[config.mk]
export PLATFORM = sky130hd
export DESIGN_NAME = isp_engine
export DESIGN_NICKNAME = d
export VERILOG_FILES = /design/src/design/isp_engine.v /design/src/design/isp_shifter.v
export VERILOG_INCLUDE_DIRS = /design/src /design/src/design
export SDC_FILE = /design/constraint.sdc
export NUM_CORES = 1
export LEC_CHECK = 0
export BUFFER_PORTS_ARGS = -buffer_cell sky130_fd_sc_hd__buf_4
export CAP_MARGIN = 20
export CORE_UTILIZATION = 55
export CTS_CLUSTER_SIZE = 10
export DETAILED_ROUTE_END_ITERATION = 8
export PLACE_DENSITY = 0.74
export SYNTH_ARGS = -nofsm -noshare
export SYNTH_HDL_FRONTEND = slang
export SYNTH_SLANG_ARGS = --single-unit
[constraint.sdc]
create_clock -name CLK_SYS_I -period 9.1 [get_ports CLK_SYS_I]
set_input_delay 1.82 -clock CLK_SYS_I [delete_from_list [all_inputs] [get_ports CLK_SYS_I]]
set_output_delay 1.82 -clock CLK_SYS_I [all_outputs]
set_load 0.02 [all_outputs]
[src/design/isp_consts.vh]
`ifndef ISP_CONSTS_VH
`define ISP_CONSTS_VH
// command codes on the serial link
`define CMD_SET_TIMING   8'h3b
`define CMD_PAGE_ERASE   8'hb3
`define CMD_MASS_ERASE   8'hbf
`define CMD_READ_BYTE    8'h1d
`define CMD_MULTI_READ   8'ha3
`define CMD_WRITE_BYTE   8'h71
`define CMD_MULTI_WRITE  8'h8f
`define CMD_EXIT         8'hd3
// user-mode entry points given to the jump_to_boot argument
`define ENT_PAGE_ERASE   8'h17
`define ENT_MASS_ERASE   8'h1a
`define ENT_READ_BYTE    8'h11
`define ENT_MULTI_READ   8'h26
`define ENT_WRITE_BYTE   8'h14
`define ENT_MULTI_WRITE  8'h23
// mass erase confirmation in user mode
`define MASS_CONFIRM     8'h55
// key pattern in bits 7..2 and its life
`define KEY_PATTERN      6'h26
`define KEY_LIFE         4'h8
// masked read value and option register alias
`define SECURE_FILL      8'hff
`define OPTION_ALIAS     16'hffff
// timing register value for a 10 mhz input clock
`define TIMING_RESET     8'h7b
// extra cycles the boot-force level must outlast reset
`define FORCE_HOLD       2'h3
// debounce of boot_force_pin low: 1000 ns at the 8 ns clock, rounded up
`define DEBOUNCE_CYC     8'h7d
// block count limits
`define MULTI_WRITE_MAX  8'h10
`define MULTI_READ_MAX   16'h7fff
`endif

[src/design/isp_engine.v]
`timescale 1ns/100ps
`include "isp_consts.vh"
module isp_engine (
  input  wire        CLK_SYS_I,
  input  wire        RSTN_I,
  input  wire        BOOT_FORCE_PIN_I,     // reads one at high voltage
  output wire        LOAD_CLOCK_PIN_O,     // load clock out
  output wire        LOAD_CLOCK_PIN_OEN_O, // low while driving
  input  wire        SERIAL_SHIFT_CLOCK_I, // host shift clock
  input  wire        SERIAL_DATA_I,        // host to device data
  output wire        SERIAL_DATA_O,        // device to host data
  input  wire        FLASH_EXEC_SELECT_I,  // option bit for flash run
  input  wire        SECURITY_I,           // flash security set
  input  wire [7:0]  OPTION_REG_I,         // option register value
  input  wire        KEY_WR_I,             // cpu write to key register
  input  wire [7:0]  KEY_DATA_I,           // written key byte
  input  wire        JUMP_TO_BOOT_I,       // cpu executes keyed jump
  input  wire [7:0]  JUMP_ENTRY_I,         // entry point argument
  input  wire [7:0]  USER_ACC_I,           // accumulator, confirm key
  input  wire [15:0] USER_ADDR_I,          // user address registers
  input  wire [7:0]  USER_WDATA_I,         // user write data register
  input  wire [7:0]  USER_COUNT_I,         // user byte count
  output reg         BOOT_EXEC_O,          // fetching from boot rom
  output reg  [15:0] FETCH_ADDR_O,         // start fetch address
  output reg         CORE_RESET_O,         // self reset pulse
  output reg         ISP_ENABLED_O,        // commands accepted
  output reg         KEY_ARMED_O,          // jump permission live
  output reg  [7:0]  TIMING_O,             // write pulse timing
  output reg         FL_REQ_O,             // flash operation strobe
  output reg  [2:0]  FL_OP_O,              // flash operation code
  output reg  [15:0] FL_ADDR_O,            // flash address
  output reg  [7:0]  FL_WDATA_O,           // flash write data
  input  wire        FL_DONE_I,            // flash operation finished
  input  wire [7:0]  FL_RDATA_I,           // flash read data
  output reg         USER_DONE_O           // user service finished
);
  // flash operation codes
  localparam OP_READ  = 3'h0;
  localparam OP_WRITE = 3'h1;
  localparam OP_PAGE  = 3'h2;
  localparam OP_MASS  = 3'h3;
  // command states
  localparam S_CMD   = 4'h0;
  localparam S_PARAM = 4'h1;
  localparam S_FLASH = 4'h2;
  localparam S_SEND  = 4'h3;
  localparam S_WAIT  = 4'h4;
  localparam S_USER  = 4'h5;
  localparam DEB_W   = 8;
  localparam [DEB_W-1:0] DEB_CYC = `DEBOUNCE_CYC;

  // two-flop synchronisers on every pin input
  reg [1:0] bf_s_q, sck_s_q, sdi_s_q;
  always @(posedge CLK_SYS_I or negedge RSTN_I) begin
    if (!RSTN_I) begin
      bf_s_q  <= 2'b00;
      sck_s_q <= 2'b00;
      sdi_s_q <= 2'b00;
    end else begin
      bf_s_q  <= {bf_s_q[0], BOOT_FORCE_PIN_I};
      sck_s_q <= {sck_s_q[0], SERIAL_SHIFT_CLOCK_I};
      sdi_s_q <= {sdi_s_q[0], SERIAL_DATA_I};
    end
  end
  wire boot_pin = bf_s_q[1];

  // load clock driven while boot forced
  reg lclk_q;  // divided load clock
  always @(posedge CLK_SYS_I or negedge RSTN_I) begin
    if (!RSTN_I) lclk_q <= 1'b0;
    else         lclk_q <= ~lclk_q;
  end
  assign LOAD_CLOCK_PIN_O     = lclk_q;
  assign LOAD_CLOCK_PIN_OEN_O = ~boot_pin;

  // byte shifter, whole bytes on slave link
  wire       rx_vld;
  wire [7:0] rx_byte;
  reg        tx_load_q;
  reg  [7:0] tx_byte_q;
  isp_shifter u_shift (
    .clk      (CLK_SYS_I),
    .rstn     (RSTN_I),
    .sck_i    (sck_s_q[1]),
    .sdi_i    (sdi_s_q[1]),
    .load_i   (tx_load_q),
    .tx_i     (tx_byte_q),
    .sdo_o    (SERIAL_DATA_O),
    .rx_vld_o (rx_vld),
    .rx_o     (rx_byte)
  );

  // masked read value, used by the serial path only
  function [7:0] mask_rd;
    input [15:0] a;
    input [7:0]  d;
    input        sec;
    begin
      if (a == `OPTION_ALIAS) mask_rd = OPTION_REG_I;
      else if (sec)           mask_rd = `SECURE_FILL;
      else                    mask_rd = d;
    end
  endfunction

  reg [3:0]  st_q;      // state
  reg [7:0]  cmd_q;     // current command
  reg [2:0]  pidx_q;    // parameter index
  reg [15:0] cnt_q;     // block count
  reg        armed_q;   // forced entry seen at reset
  reg [1:0]  hold_q;    // cycles since release
  reg [DEB_W-1:0] deb_q; // debounce counter
  reg [3:0]  key_q;     // key life counter
  reg        user_q;    // current op from user mode
  reg [7:0]  uent_q;    // user entry point

  // number of parameter bytes before action
  function [2:0] n_param;
    input [7:0] c;
    begin
      case (c)
        `CMD_SET_TIMING:  n_param = 3'h1;
        `CMD_PAGE_ERASE:  n_param = 3'h2;
        `CMD_MASS_ERASE:  n_param = 3'h1;
        `CMD_READ_BYTE:   n_param = 3'h2;
        `CMD_MULTI_READ:  n_param = 3'h4;
        `CMD_WRITE_BYTE:  n_param = 3'h3;
        `CMD_MULTI_WRITE: n_param = 3'h3;
        default:          n_param = 3'h0;
      endcase
    end
  endfunction

  // entry control, key register, command engine
  always @(posedge CLK_SYS_I or negedge RSTN_I) begin
    if (!RSTN_I) begin
      BOOT_EXEC_O   <= 1'b0;
      FETCH_ADDR_O  <= 16'h0000;
      CORE_RESET_O  <= 1'b0;
      ISP_ENABLED_O <= 1'b0;
      KEY_ARMED_O   <= 1'b0;
      TIMING_O      <= `TIMING_RESET;
      FL_REQ_O      <= 1'b0;
      FL_OP_O       <= OP_READ;
      FL_ADDR_O     <= 16'h0000;
      FL_WDATA_O    <= 8'h00;
      USER_DONE_O   <= 1'b0;
      st_q      <= S_CMD;
      cmd_q     <= 8'h00;
      pidx_q    <= 3'h0;
      cnt_q     <= 16'h0000;
      armed_q   <= 1'b0;
      hold_q    <= 2'h0;
      deb_q     <= {DEB_W{1'b0}};
      key_q     <= 4'h0;
      user_q    <= 1'b0;
      uent_q    <= 8'h00;
      tx_load_q <= 1'b0;
      tx_byte_q <= 8'hff;
    end else begin
      FL_REQ_O     <= 1'b0;
      CORE_RESET_O <= 1'b0;
      USER_DONE_O  <= 1'b0;
      tx_load_q    <= 1'b0;
      // high level must outlast release; boot from zero
      if (hold_q != `FORCE_HOLD) begin
        hold_q <= hold_q + 2'h1;
        if (boot_pin && hold_q == (`FORCE_HOLD - 2'h1)) begin
          armed_q      <= 1'b1;
          BOOT_EXEC_O  <= 1'b1;
          FETCH_ADDR_O <= 16'h0000;
        end
      end
      // wait for low, debounce, then enable
      if (armed_q && !ISP_ENABLED_O) begin
        if (boot_pin) deb_q <= {DEB_W{1'b0}};
        else if (deb_q == DEB_CYC) ISP_ENABLED_O <= 1'b1;
        else deb_q <= deb_q + {{(DEB_W-1){1'b0}}, 1'b1};
      end
      // key arms jump for eight cycles
      if (KEY_WR_I && KEY_DATA_I[7:2] == `KEY_PATTERN) begin
        key_q       <= `KEY_LIFE;
        KEY_ARMED_O <= 1'b1;
      end else if (key_q != 4'h0) begin
        key_q       <= key_q - 4'h1;
        KEY_ARMED_O <= (key_q != 4'h1);
      end
      case (st_q)
        S_CMD: begin
          // keyed jump starts a user service
          if (JUMP_TO_BOOT_I && KEY_ARMED_O) begin
            uent_q    <= JUMP_ENTRY_I;
            user_q    <= 1'b1;
            FL_ADDR_O <= USER_ADDR_I;
            st_q      <= S_USER;
          end else if (ISP_ENABLED_O && rx_vld) begin
            if (n_param(rx_byte) != 3'h0) begin
              cmd_q  <= rx_byte;
              pidx_q <= 3'h0;
              user_q <= 1'b0;
              st_q   <= S_PARAM;
            end else if (rx_byte == `CMD_EXIT) begin
              // self reset, flash run if selected
              CORE_RESET_O  <= 1'b1;
              BOOT_EXEC_O   <= ~FLASH_EXEC_SELECT_I;
              FETCH_ADDR_O  <= 16'h0000;
              ISP_ENABLED_O <= ~FLASH_EXEC_SELECT_I;
              // drop the entry, else the settled debounce re-enables
              armed_q       <= ~FLASH_EXEC_SELECT_I;
            end
          end
        end
        S_PARAM: if (rx_vld) begin
          pidx_q <= pidx_q + 3'h1;
          case (pidx_q)
            3'h0: FL_ADDR_O[15:8] <= rx_byte;
            3'h1: FL_ADDR_O[7:0]  <= rx_byte;
            3'h2: cnt_q[15:8]     <= rx_byte;
            default: cnt_q[7:0]   <= rx_byte;
          endcase
          if (pidx_q == 3'h2 && cmd_q == `CMD_MULTI_WRITE)
            cnt_q <= {8'h00, rx_byte};
          if (pidx_q == 3'h2 && cmd_q == `CMD_WRITE_BYTE)
            FL_WDATA_O <= rx_byte;
          if (pidx_q == n_param(cmd_q) - 3'h1) begin
            st_q <= S_CMD;
            case (cmd_q)
              `CMD_SET_TIMING: TIMING_O <= rx_byte;
              `CMD_MASS_ERASE: begin
                FL_OP_O  <= OP_MASS;
                FL_REQ_O <= 1'b1;
                st_q     <= S_FLASH;
              end
              `CMD_PAGE_ERASE: begin
                FL_OP_O  <= OP_PAGE;
                FL_REQ_O <= 1'b1;
                st_q     <= S_FLASH;
              end
              `CMD_WRITE_BYTE: begin
                FL_OP_O    <= OP_WRITE;
                FL_WDATA_O <= rx_byte;
                FL_REQ_O   <= 1'b1;
                st_q       <= S_FLASH;
              end
              `CMD_MULTI_WRITE: begin
                cnt_q <= {8'h00, rx_byte};
                if (rx_byte != 8'h00 && rx_byte <= `MULTI_WRITE_MAX)
                  st_q <= S_WAIT;
              end
              default: begin
                if (cmd_q == `CMD_READ_BYTE) cnt_q <= 16'h0001;
                else cnt_q <= {cnt_q[15:8], rx_byte} & `MULTI_READ_MAX;
                FL_OP_O <= OP_READ;
                if (cmd_q == `CMD_READ_BYTE ||
                    ({cnt_q[15:8], rx_byte} & `MULTI_READ_MAX) != 16'h0)
                begin
                  FL_REQ_O <= 1'b1;
                  st_q     <= S_FLASH;
                end
              end
            endcase
          end
        end
        S_WAIT: if (rx_vld) begin
          // block write byte arrives
          FL_WDATA_O <= rx_byte;
          FL_OP_O    <= OP_WRITE;
          FL_REQ_O   <= 1'b1;
          st_q       <= S_FLASH;
        end
        S_FLASH: if (FL_DONE_I) begin
          st_q <= S_CMD;
          if (FL_OP_O == OP_READ && !user_q) begin
            tx_byte_q <= mask_rd(FL_ADDR_O, FL_RDATA_I, SECURITY_I);
            tx_load_q <= 1'b1;
            st_q      <= S_SEND;
          end else if (cmd_q == `CMD_MULTI_WRITE && !user_q) begin
            FL_ADDR_O <= FL_ADDR_O + 16'h0001;
            cnt_q     <= cnt_q - 16'h0001;
            if (cnt_q != 16'h0001) st_q <= S_WAIT;
          end else if (user_q) begin
            USER_DONE_O <= (cnt_q <= 16'h0001);
            FL_ADDR_O   <= FL_ADDR_O + 16'h0001;
            cnt_q       <= cnt_q - 16'h0001;
            if (cnt_q > 16'h0001) begin
              FL_REQ_O <= 1'b1;
              st_q     <= S_FLASH;
            end
            user_q <= (cnt_q > 16'h0001);
            // user mass erase lands in serial mode
            if (FL_OP_O == OP_MASS) begin
              BOOT_EXEC_O   <= 1'b1;
              ISP_ENABLED_O <= 1'b1;
              armed_q       <= 1'b1;
            end
          end
        end
        S_SEND: if (rx_vld) begin
          // next byte once host clocks one out
          FL_ADDR_O <= FL_ADDR_O + 16'h0001;
          cnt_q     <= cnt_q - 16'h0001;
          if (cnt_q != 16'h0001) begin
            FL_REQ_O <= 1'b1;
            st_q     <= S_FLASH;
          end else st_q <= S_CMD;
        end
        S_USER: begin
          st_q     <= S_FLASH;
          FL_REQ_O <= 1'b1;
          cnt_q    <= 16'h0001;
          case (uent_q)
            `ENT_PAGE_ERASE: FL_OP_O <= OP_PAGE;
            `ENT_MASS_ERASE: begin
              FL_OP_O  <= OP_MASS;
              FL_REQ_O <= (USER_ACC_I == `MASS_CONFIRM);
              if (USER_ACC_I != `MASS_CONFIRM) st_q <= S_CMD;
            end
            `ENT_READ_BYTE:  FL_OP_O <= OP_READ;
            `ENT_WRITE_BYTE: begin
              FL_OP_O    <= OP_WRITE;
              FL_WDATA_O <= USER_WDATA_I;
            end
            `ENT_MULTI_READ: begin
              FL_OP_O <= OP_READ;
              cnt_q   <= {8'h00, USER_COUNT_I};
            end
            `ENT_MULTI_WRITE: begin
              FL_OP_O    <= OP_WRITE;
              FL_WDATA_O <= USER_WDATA_I;
              cnt_q      <= {8'h00, USER_COUNT_I};
            end
            default: begin
              FL_REQ_O <= 1'b0;
              st_q     <= S_CMD;
            end
          endcase
        end
        default: st_q <= S_CMD;
      endcase
    end
  end
endmodule

[src/design/isp_shifter.v]
`timescale 1ns/100ps
`include "isp_consts.vh"
// byte shifter, slave on sampled shift clock, msb first
module isp_shifter (
  input  wire       clk,
  input  wire       rstn,
  input  wire       sck_i,     // synchronised shift clock
  input  wire       sdi_i,     // synchronised serial data in
  input  wire       load_i,    // load tx byte
  input  wire [7:0] tx_i,      // byte to send
  output reg        sdo_o,     // serial data out
  output reg        rx_vld_o,  // one-cycle byte strobe
  output reg  [7:0] rx_o       // received byte
);
  reg       sck_q;    // previous shift clock
  reg [2:0] cnt_q;    // bit count
  reg [7:0] sh_q;     // receive shift
  reg [7:0] tx_q;     // transmit shift
  wire rise = sck_i & ~sck_q;
  wire fall = ~sck_i & sck_q;
  // sample on rising, shift out on falling
  always @(posedge clk or negedge rstn) begin
    if (!rstn) begin
      sck_q    <= 1'b0;
      cnt_q    <= 3'h0;
      sh_q     <= 8'h00;
      tx_q     <= 8'hff;
      sdo_o    <= 1'b1;
      rx_vld_o <= 1'b0;
      rx_o     <= 8'h00;
    end else begin
      sck_q    <= sck_i;
      rx_vld_o <= 1'b0;
      if (load_i) begin
        tx_q  <= tx_i;
        sdo_o <= tx_i[7];
      end else if (fall) begin
        // idle line sends ones
        tx_q  <= {tx_q[6:0], 1'b1};
        sdo_o <= tx_q[6];
      end
      if (rise) begin
        sh_q  <= {sh_q[6:0], sdi_i};
        cnt_q <= cnt_q + 3'h1;
        if (cnt_q == 3'h7) begin
          rx_o     <= {sh_q[6:0], sdi_i};
          rx_vld_o <= 1'b1;
        end
      end
    end
  end
endmodule

# ---- After elaboration in Yosys (flattened, before gate mapping)
# Cells that the tools add are included.
dict set report word_totals {
  reg_bits 156
  out_inout_bits 60
  word_cells 334
}
dict set report op_classes {
  addsub 8
  order_cmp 3
  eq_ne 61
  muxes 162
  bitwise 8
  reduce_logical 56
}
# operator count
set ops {}
lappend ops {{$mux 16} 22}
lappend ops {{$pmux 16 s4} 2}
lappend ops {{$mux 8} 15}
lappend ops {{$eq 8x8->1 const B} 9}
lappend ops {{$mux 1} 71}
lappend ops {{$eq 8x5->1 const B} 6}
lappend ops {{$mux 4} 12}
lappend ops {{$pmux 3 s4} 4}
lappend ops {{$mux 3} 14}
lappend ops {{$eq 8x6->1 const B} 4}
lappend ops {{$eq 8x7->1 const B} 4}
lappend ops {{$pmux 16 s2} 1}
lappend ops {{$ne 2x2->1 const B} 12}
lappend ops {{$pmux 4 s6} 1}
lappend ops {{$pmux 8 s3} 1}
lappend ops {{$reduce_or 2->1} 10}
lappend ops {{$pmux 3 s3} 2}
lappend ops {{$reduce_and 6->1} 3}
lappend ops {{$add 16x1->16 const B} 1}
lappend ops {{$eq 16x16->1 const B} 1}
lappend ops {{$gt 16x1->1 const B} 1}
lappend ops {{$le 16x1->1 const B} 1}
lappend ops {{$ne 16x1->1 const B} 1}
lappend ops {{$reduce_and 8->1} 2}
lappend ops {{49 further kinds} 98}

# ---- Longest topological paths before layout
dict set report depth {
  depth_word 11
  depth_mapped 14
  mapped_depth_nobuf 12
}

# ---- Hierarchy
# From an unflattened synthesis, not the netlist that was laid out.
dict set report unflattened {
  cells_unflattened 925
  area_unflattened_um2 8878.5
}
# module instances cells_each area_per_inst_um2 seq_area_each_um2
set modules_own_cells {}
lappend modules_own_cells {isp_engine 1 844 7614.8 3170.5}
lappend modules_own_cells {isp_shifter 1 81 1263.7 710.7}

# ---- Worst setup path after synthesis
# No wires, ideal clock.
dict set report synth_path {
  kind {input -> register}
  start {input JUMP_TO_BOOT_I}
  end {register FL_ADDR_O[13]}
  setup_ns 0.126
  arrival_time_ns 3.105
  required_ns 8.974
  path_slack_ns 5.870
  cell_stages 7
  path_cell_list {nand2_1 -> and3_1 -> a2111oi_0 -> nand2_1 -> buf_2 -> o21ai_1 -> o21ai_1}
}
dict set report synth_between {
  elab_chain_cells 3
}
# element line
set synth_rtl {}
lappend synth_rtl {{start: declaration} isp_engine.v:17} ;# input wire JUMP_TO_BOOT_I,
lappend synth_rtl {{$logic_and 1x1->1} isp_engine.v:190} ;# if (JUMP_TO_BOOT_I && KEY_ARMED_O) begin
lappend synth_rtl {{$ne 2x2->1 (no source line)} -}
lappend synth_rtl {{$reduce_and 8->1 (no source line)} -}
lappend synth_rtl {{end signal: assignment} isp_engine.v:215} ;# 3'h0: FL_ADDR_O[15:8] <= rx_byte;
lappend synth_rtl {{end signal: assignment} isp_engine.v:277} ;# FL_ADDR_O <= FL_ADDR_O + 16'h0001;
lappend synth_rtl {{end signal: assignment} isp_engine.v:282} ;# FL_ADDR_O <= FL_ADDR_O + 16'h0001;
lappend synth_rtl {{end: declaration} isp_engine.v:31} ;# output reg [15:0] FL_ADDR_O,
# Every way passes these cells.
# A chain may end at the register's enable or synchronous reset.

==> results.json <==
{
  "antenna_found_initial": 0,
  "power_w": 0.00303,
  "synth_edf_count": 0,
  "h-tree-depth": 4,
  "pwr_density_cell_nw_per_um2": 294,
  "multiInputGateArea_um2": 4390,
  "die_h_um": 127,
  "synthArstFlopShare_pct": 100,
  "syn_nets": 990,
  "drive_above_1_share_pct": 26.7,
  "fin_ws_ns": 5.44,
  "path_max_fanout": 9,
  "vias": 7398,
  "initial_utilization_pct": 56.3,
  "drc": 0,
  "grt_pass1_wl_mm": 35.0,
  "busiest_layer": "met2",
  "min_path_type": "reg -> reg",
  "first_pass_iters": 5,
  "dieArea_um2": 16100,
  "area_delta_synth_final_pct": 20.4,
  "worst_hold_slack_ns": 0.348,
  "cts_sinks": 154,
  "cp_data_arrival_time_ns": 3.97,
  "status": "finished, final reports clean",
  "fillers": 1269,
  "clock.fmax_mhz": 273,
  "ctsHoldBuffers": 0,
  "drt-wirelength-per-cell_um": 17.6,
  "grt.total_usage_pct": 27.7,
  "ys.flop_type": "dfrtp_1",
  "syn_area_per_cell_um2": 9.60,
  "critical_path_class": "reg -> reg",
  "required_ns": 9.41,
  "pre_cts_ws_ns": 5.26,
  "hold_viol_final": 0,
  "post_cts_buffers": 0,
  "drtIter0Drc": 474,
  "grt_pass1_vias": 6952,
  "antenna_cells": 0,
  "slew_violations": 0,
  "syn_area_um2": 8560,
  "viasPerCell": 6.09,
  "detailed_place_hpwl_mm": 14.7,
  "final_antenna_net_count": 0,
  "clock-root-buffer": "clkbuf_16",
  "ys_seq_area_share_pct": 45.4,
  "rsz0062_at_grt": "false",
  "cts_tree": "done",
  "period_needed_ns": 3.66,
  "peakVddDrop_mv": 0.172,
  "skew_ns": 0.00908,
  "synth_cell_types": 75,
  "grt_max_degree": 95,
  "gr-usage-met3_pct": 5.19,
  "use_met2_pct": 44.4,
  "final.setup.tns_ns": 0,
  "p_leak_nw": 4.72,
  "cap_violations": 0,
  "use_met1_pct": 37.5,
  "stdcell_area_um2": 10300,
  "final_nets": 1112,
  "max-clock-path-buffers": 2,
  "die_w_um": 127,
  "numCtsBuffers": 17,
  "period_share_pct": 40.2,
  "setup_viol": 0,
  "core_um2": 15200,
  "cp-start-kind": "register",
  "relSlewSlack_pct": 41.3,
  "gp_congestion": 0.954,
  "ff_latch_area_um2": 3880,
  "synth_seq_cells": 154,
  "crit_path_end_kind": "register",
  "insertion_delay_ns": 0.42,
  "placed_cell_area_um2": 9720,
  "tightestPinTransition_ns": 0.879,
  "clk_pin_slew_ns": 0.06,
  "synth_cells": 891,
  "io_pins": 142,
  "grt_overflow": 0,
  "wirelength_mm": 21.4,
  "fp-row-count": 45,
  "cts-resized-gates": 0,
  "port_buffers": 138,
  "ys_warn_count": 0
}
[worst paths after layout]
check / end / slack, ns / startpoint / depth (start not counted)
worst max register to register: register / 5.44 / cmd_q[6] / 11
worst max-delay path: register / 5.44 / cmd_q[6] / 11
max in group asynchronous: TIMING_O[7] / 6.36 / RSTN_I / 2
worst min register to register: sck_s_q[1] / 0.35 / sck_s_q[0] / 0
min in group asynchronous: FL_ADDR_O[5] / 1.45 / RSTN_I / 1
worst min-delay path: sck_s_q[1] / 0.35 / sck_s_q[0] / 0
[layout make-up]
| type | instances | area share, % |
|---|---|---|
| Multi-Input combinational cell | 664 | 42.7 |
| Sequential cell | 154 | 37.7 |
| Timing Repair Buffer | 148 | 10.9 |
| Clock buffer | 19 | 4.20 |
| Tap cell | 188 | 2.28 |
| Clock inverter | 13 | 1.28 |
| Inverter | 28 | 1.02 |
[logic make-up after synthesis]
group	count (synthesis)	synth area share [%]
other	1	0.0438
adder cells (fa/ha/maj)	17	2.49
AND/OR/NAND/NOR	320	19.8
AO/OA/AOI/OAI	241	18.5
XOR/XNOR	16	1.64
multiplexers	69	8.80
flip-flops	154	45.4
buffers and inverters	73	3.33
[power by group]
| group | internal (W) | switching, W |
|---|---|---|
| combinational | 0.000486 | 0.000666 |
| sequential | 0.000898 | 0.000299 |
| clock | 0.000384 | 0.000300 |
| total | 0.00177 | 0.00127 |
[layer usage]
metal / up-vias / part of all wire, %
met1: 3529 / 44
met4: 0 / 2.7
met3: 43 / 6.5
met5: - / 0
met2: 297 / 47
li1: 3529 / -
[cell usage in the layout (no fill, tap or decap), types with 8 or more instances in the layout]
cell / instances
o21ai_0: 59
a21oi_1: 42
ha_1: 17
and2_1: 23
dfstp_2: 22
and3_1: 10
mux2i_1: 19
or2_2: 11
buf_4: 146
dfrtp_1: 132
a31oi_1: 8
nor4_1: 15
nor2b_1: 11
xnor2_1: 8
nor3_1: 30
nand4_1: 10
o21ai_1: 30
nand3_1: 16
a32oi_1: 10
a22o_1: 9
mux2_2: 47
xor2_1: 8
clkbuf_16: 17
o31ai_1: 10
nor2_1: 58
a221oi_1: 10
inv_1: 26
nand2_1: 89
[metrics by stage]
step                      util [%]  std cells
after CTS                     67.7       1213
final                         67.7       1214
after global routing          67.7       1214
after floorplan                  -        891
after detailed placement      64.0       1181
after global placement        64.0       1181
[worst max-delay path: stages (launching register included)]
cell and delay (ns):
dfrtp_1 0.47, nand4bb_1 0.30, nor2_1 0.58, nor3_1 0.13, ha_1 0.33, xnor2_1 0.14
a211o_1 0.25, nand2_1 0.15, a21o_1 0.18, nand4_1 0.12, a21oi_2 0.47, mux2_2 0.40
[Yosys cell counts (4+ instances only)]
| cell | n | share of area, % |
|---|---|---|
| nor4_2 | 4 | 0.58 |
| mux2i_1 | 19 | 2.2 |
| nand3_1 | 16 | 0.94 |
| a22o_1 | 9 | 0.92 |
| a31oi_1 | 8 | 0.58 |
| a211oi_1 | 7 | 0.61 |
| clkbuf_1 | 34 | 1.5 |
| buf_2 | 6 | 0.35 |
| a211o_1 | 6 | 0.61 |
| nor2_1 | 58 | 2.5 |
| a22oi_1 | 6 | 0.53 |
| a221oi_1 | 10 | 1.0 |
| nor3b_1 | 4 | 0.35 |
| nor3_1 | 31 | 1.8 |
| nand2b_1 | 6 | 0.44 |
| nand2_1 | 89 | 3.9 |
| o211ai_1 | 6 | 0.53 |
| dfrtp_1 | 132 | 39 |
| nor2b_1 | 11 | 0.80 |
| o31ai_1 | 10 | 0.88 |
| dfstp_2 | 22 | 6.8 |
| mux2_2 | 47 | 6.2 |
| o22ai_1 | 7 | 0.51 |
| and2_1 | 23 | 1.7 |
| o21ai_1 | 30 | 1.8 |
| nand4_1 | 10 | 0.73 |
| and3_1 | 10 | 0.73 |
| o21ai_0 | 59 | 3.5 |
| a32oi_1 | 10 | 1.0 |
| xor2_1 | 8 | 0.82 |
| inv_1 | 26 | 1.1 |
| nor4_1 | 15 | 1.1 |
| buf_1 | 4 | 0.18 |
| nand4b_1 | 7 | 0.72 |
| ha_1 | 17 | 2.5 |
| a21oi_1 | 42 | 2.5 |
| xnor2_1 | 8 | 0.82 |
| or2_2 | 11 | 0.80 |
[sequential cells by signal (all words and copies together) (netlist names), 2 cells and up, named ones only]
signal	count
pidx_q	3
sck_s_q	2
cmd_q	8
sdi_s_q	2
FL_OP_O	2
tx_byte_q	8
u_shift.sh_q	7
bf_s_q	2
TIMING_O	8
deb_q	8
u_shift.rx_o	8
FETCH_ADDR_O	16
u_shift.cnt_q	3
u_shift.tx_q	7
key_q	4
hold_q	2
uent_q	8
FL_ADDR_O	16
st_q	3
cnt_q	16
Power figures use the tool's default switching activity.
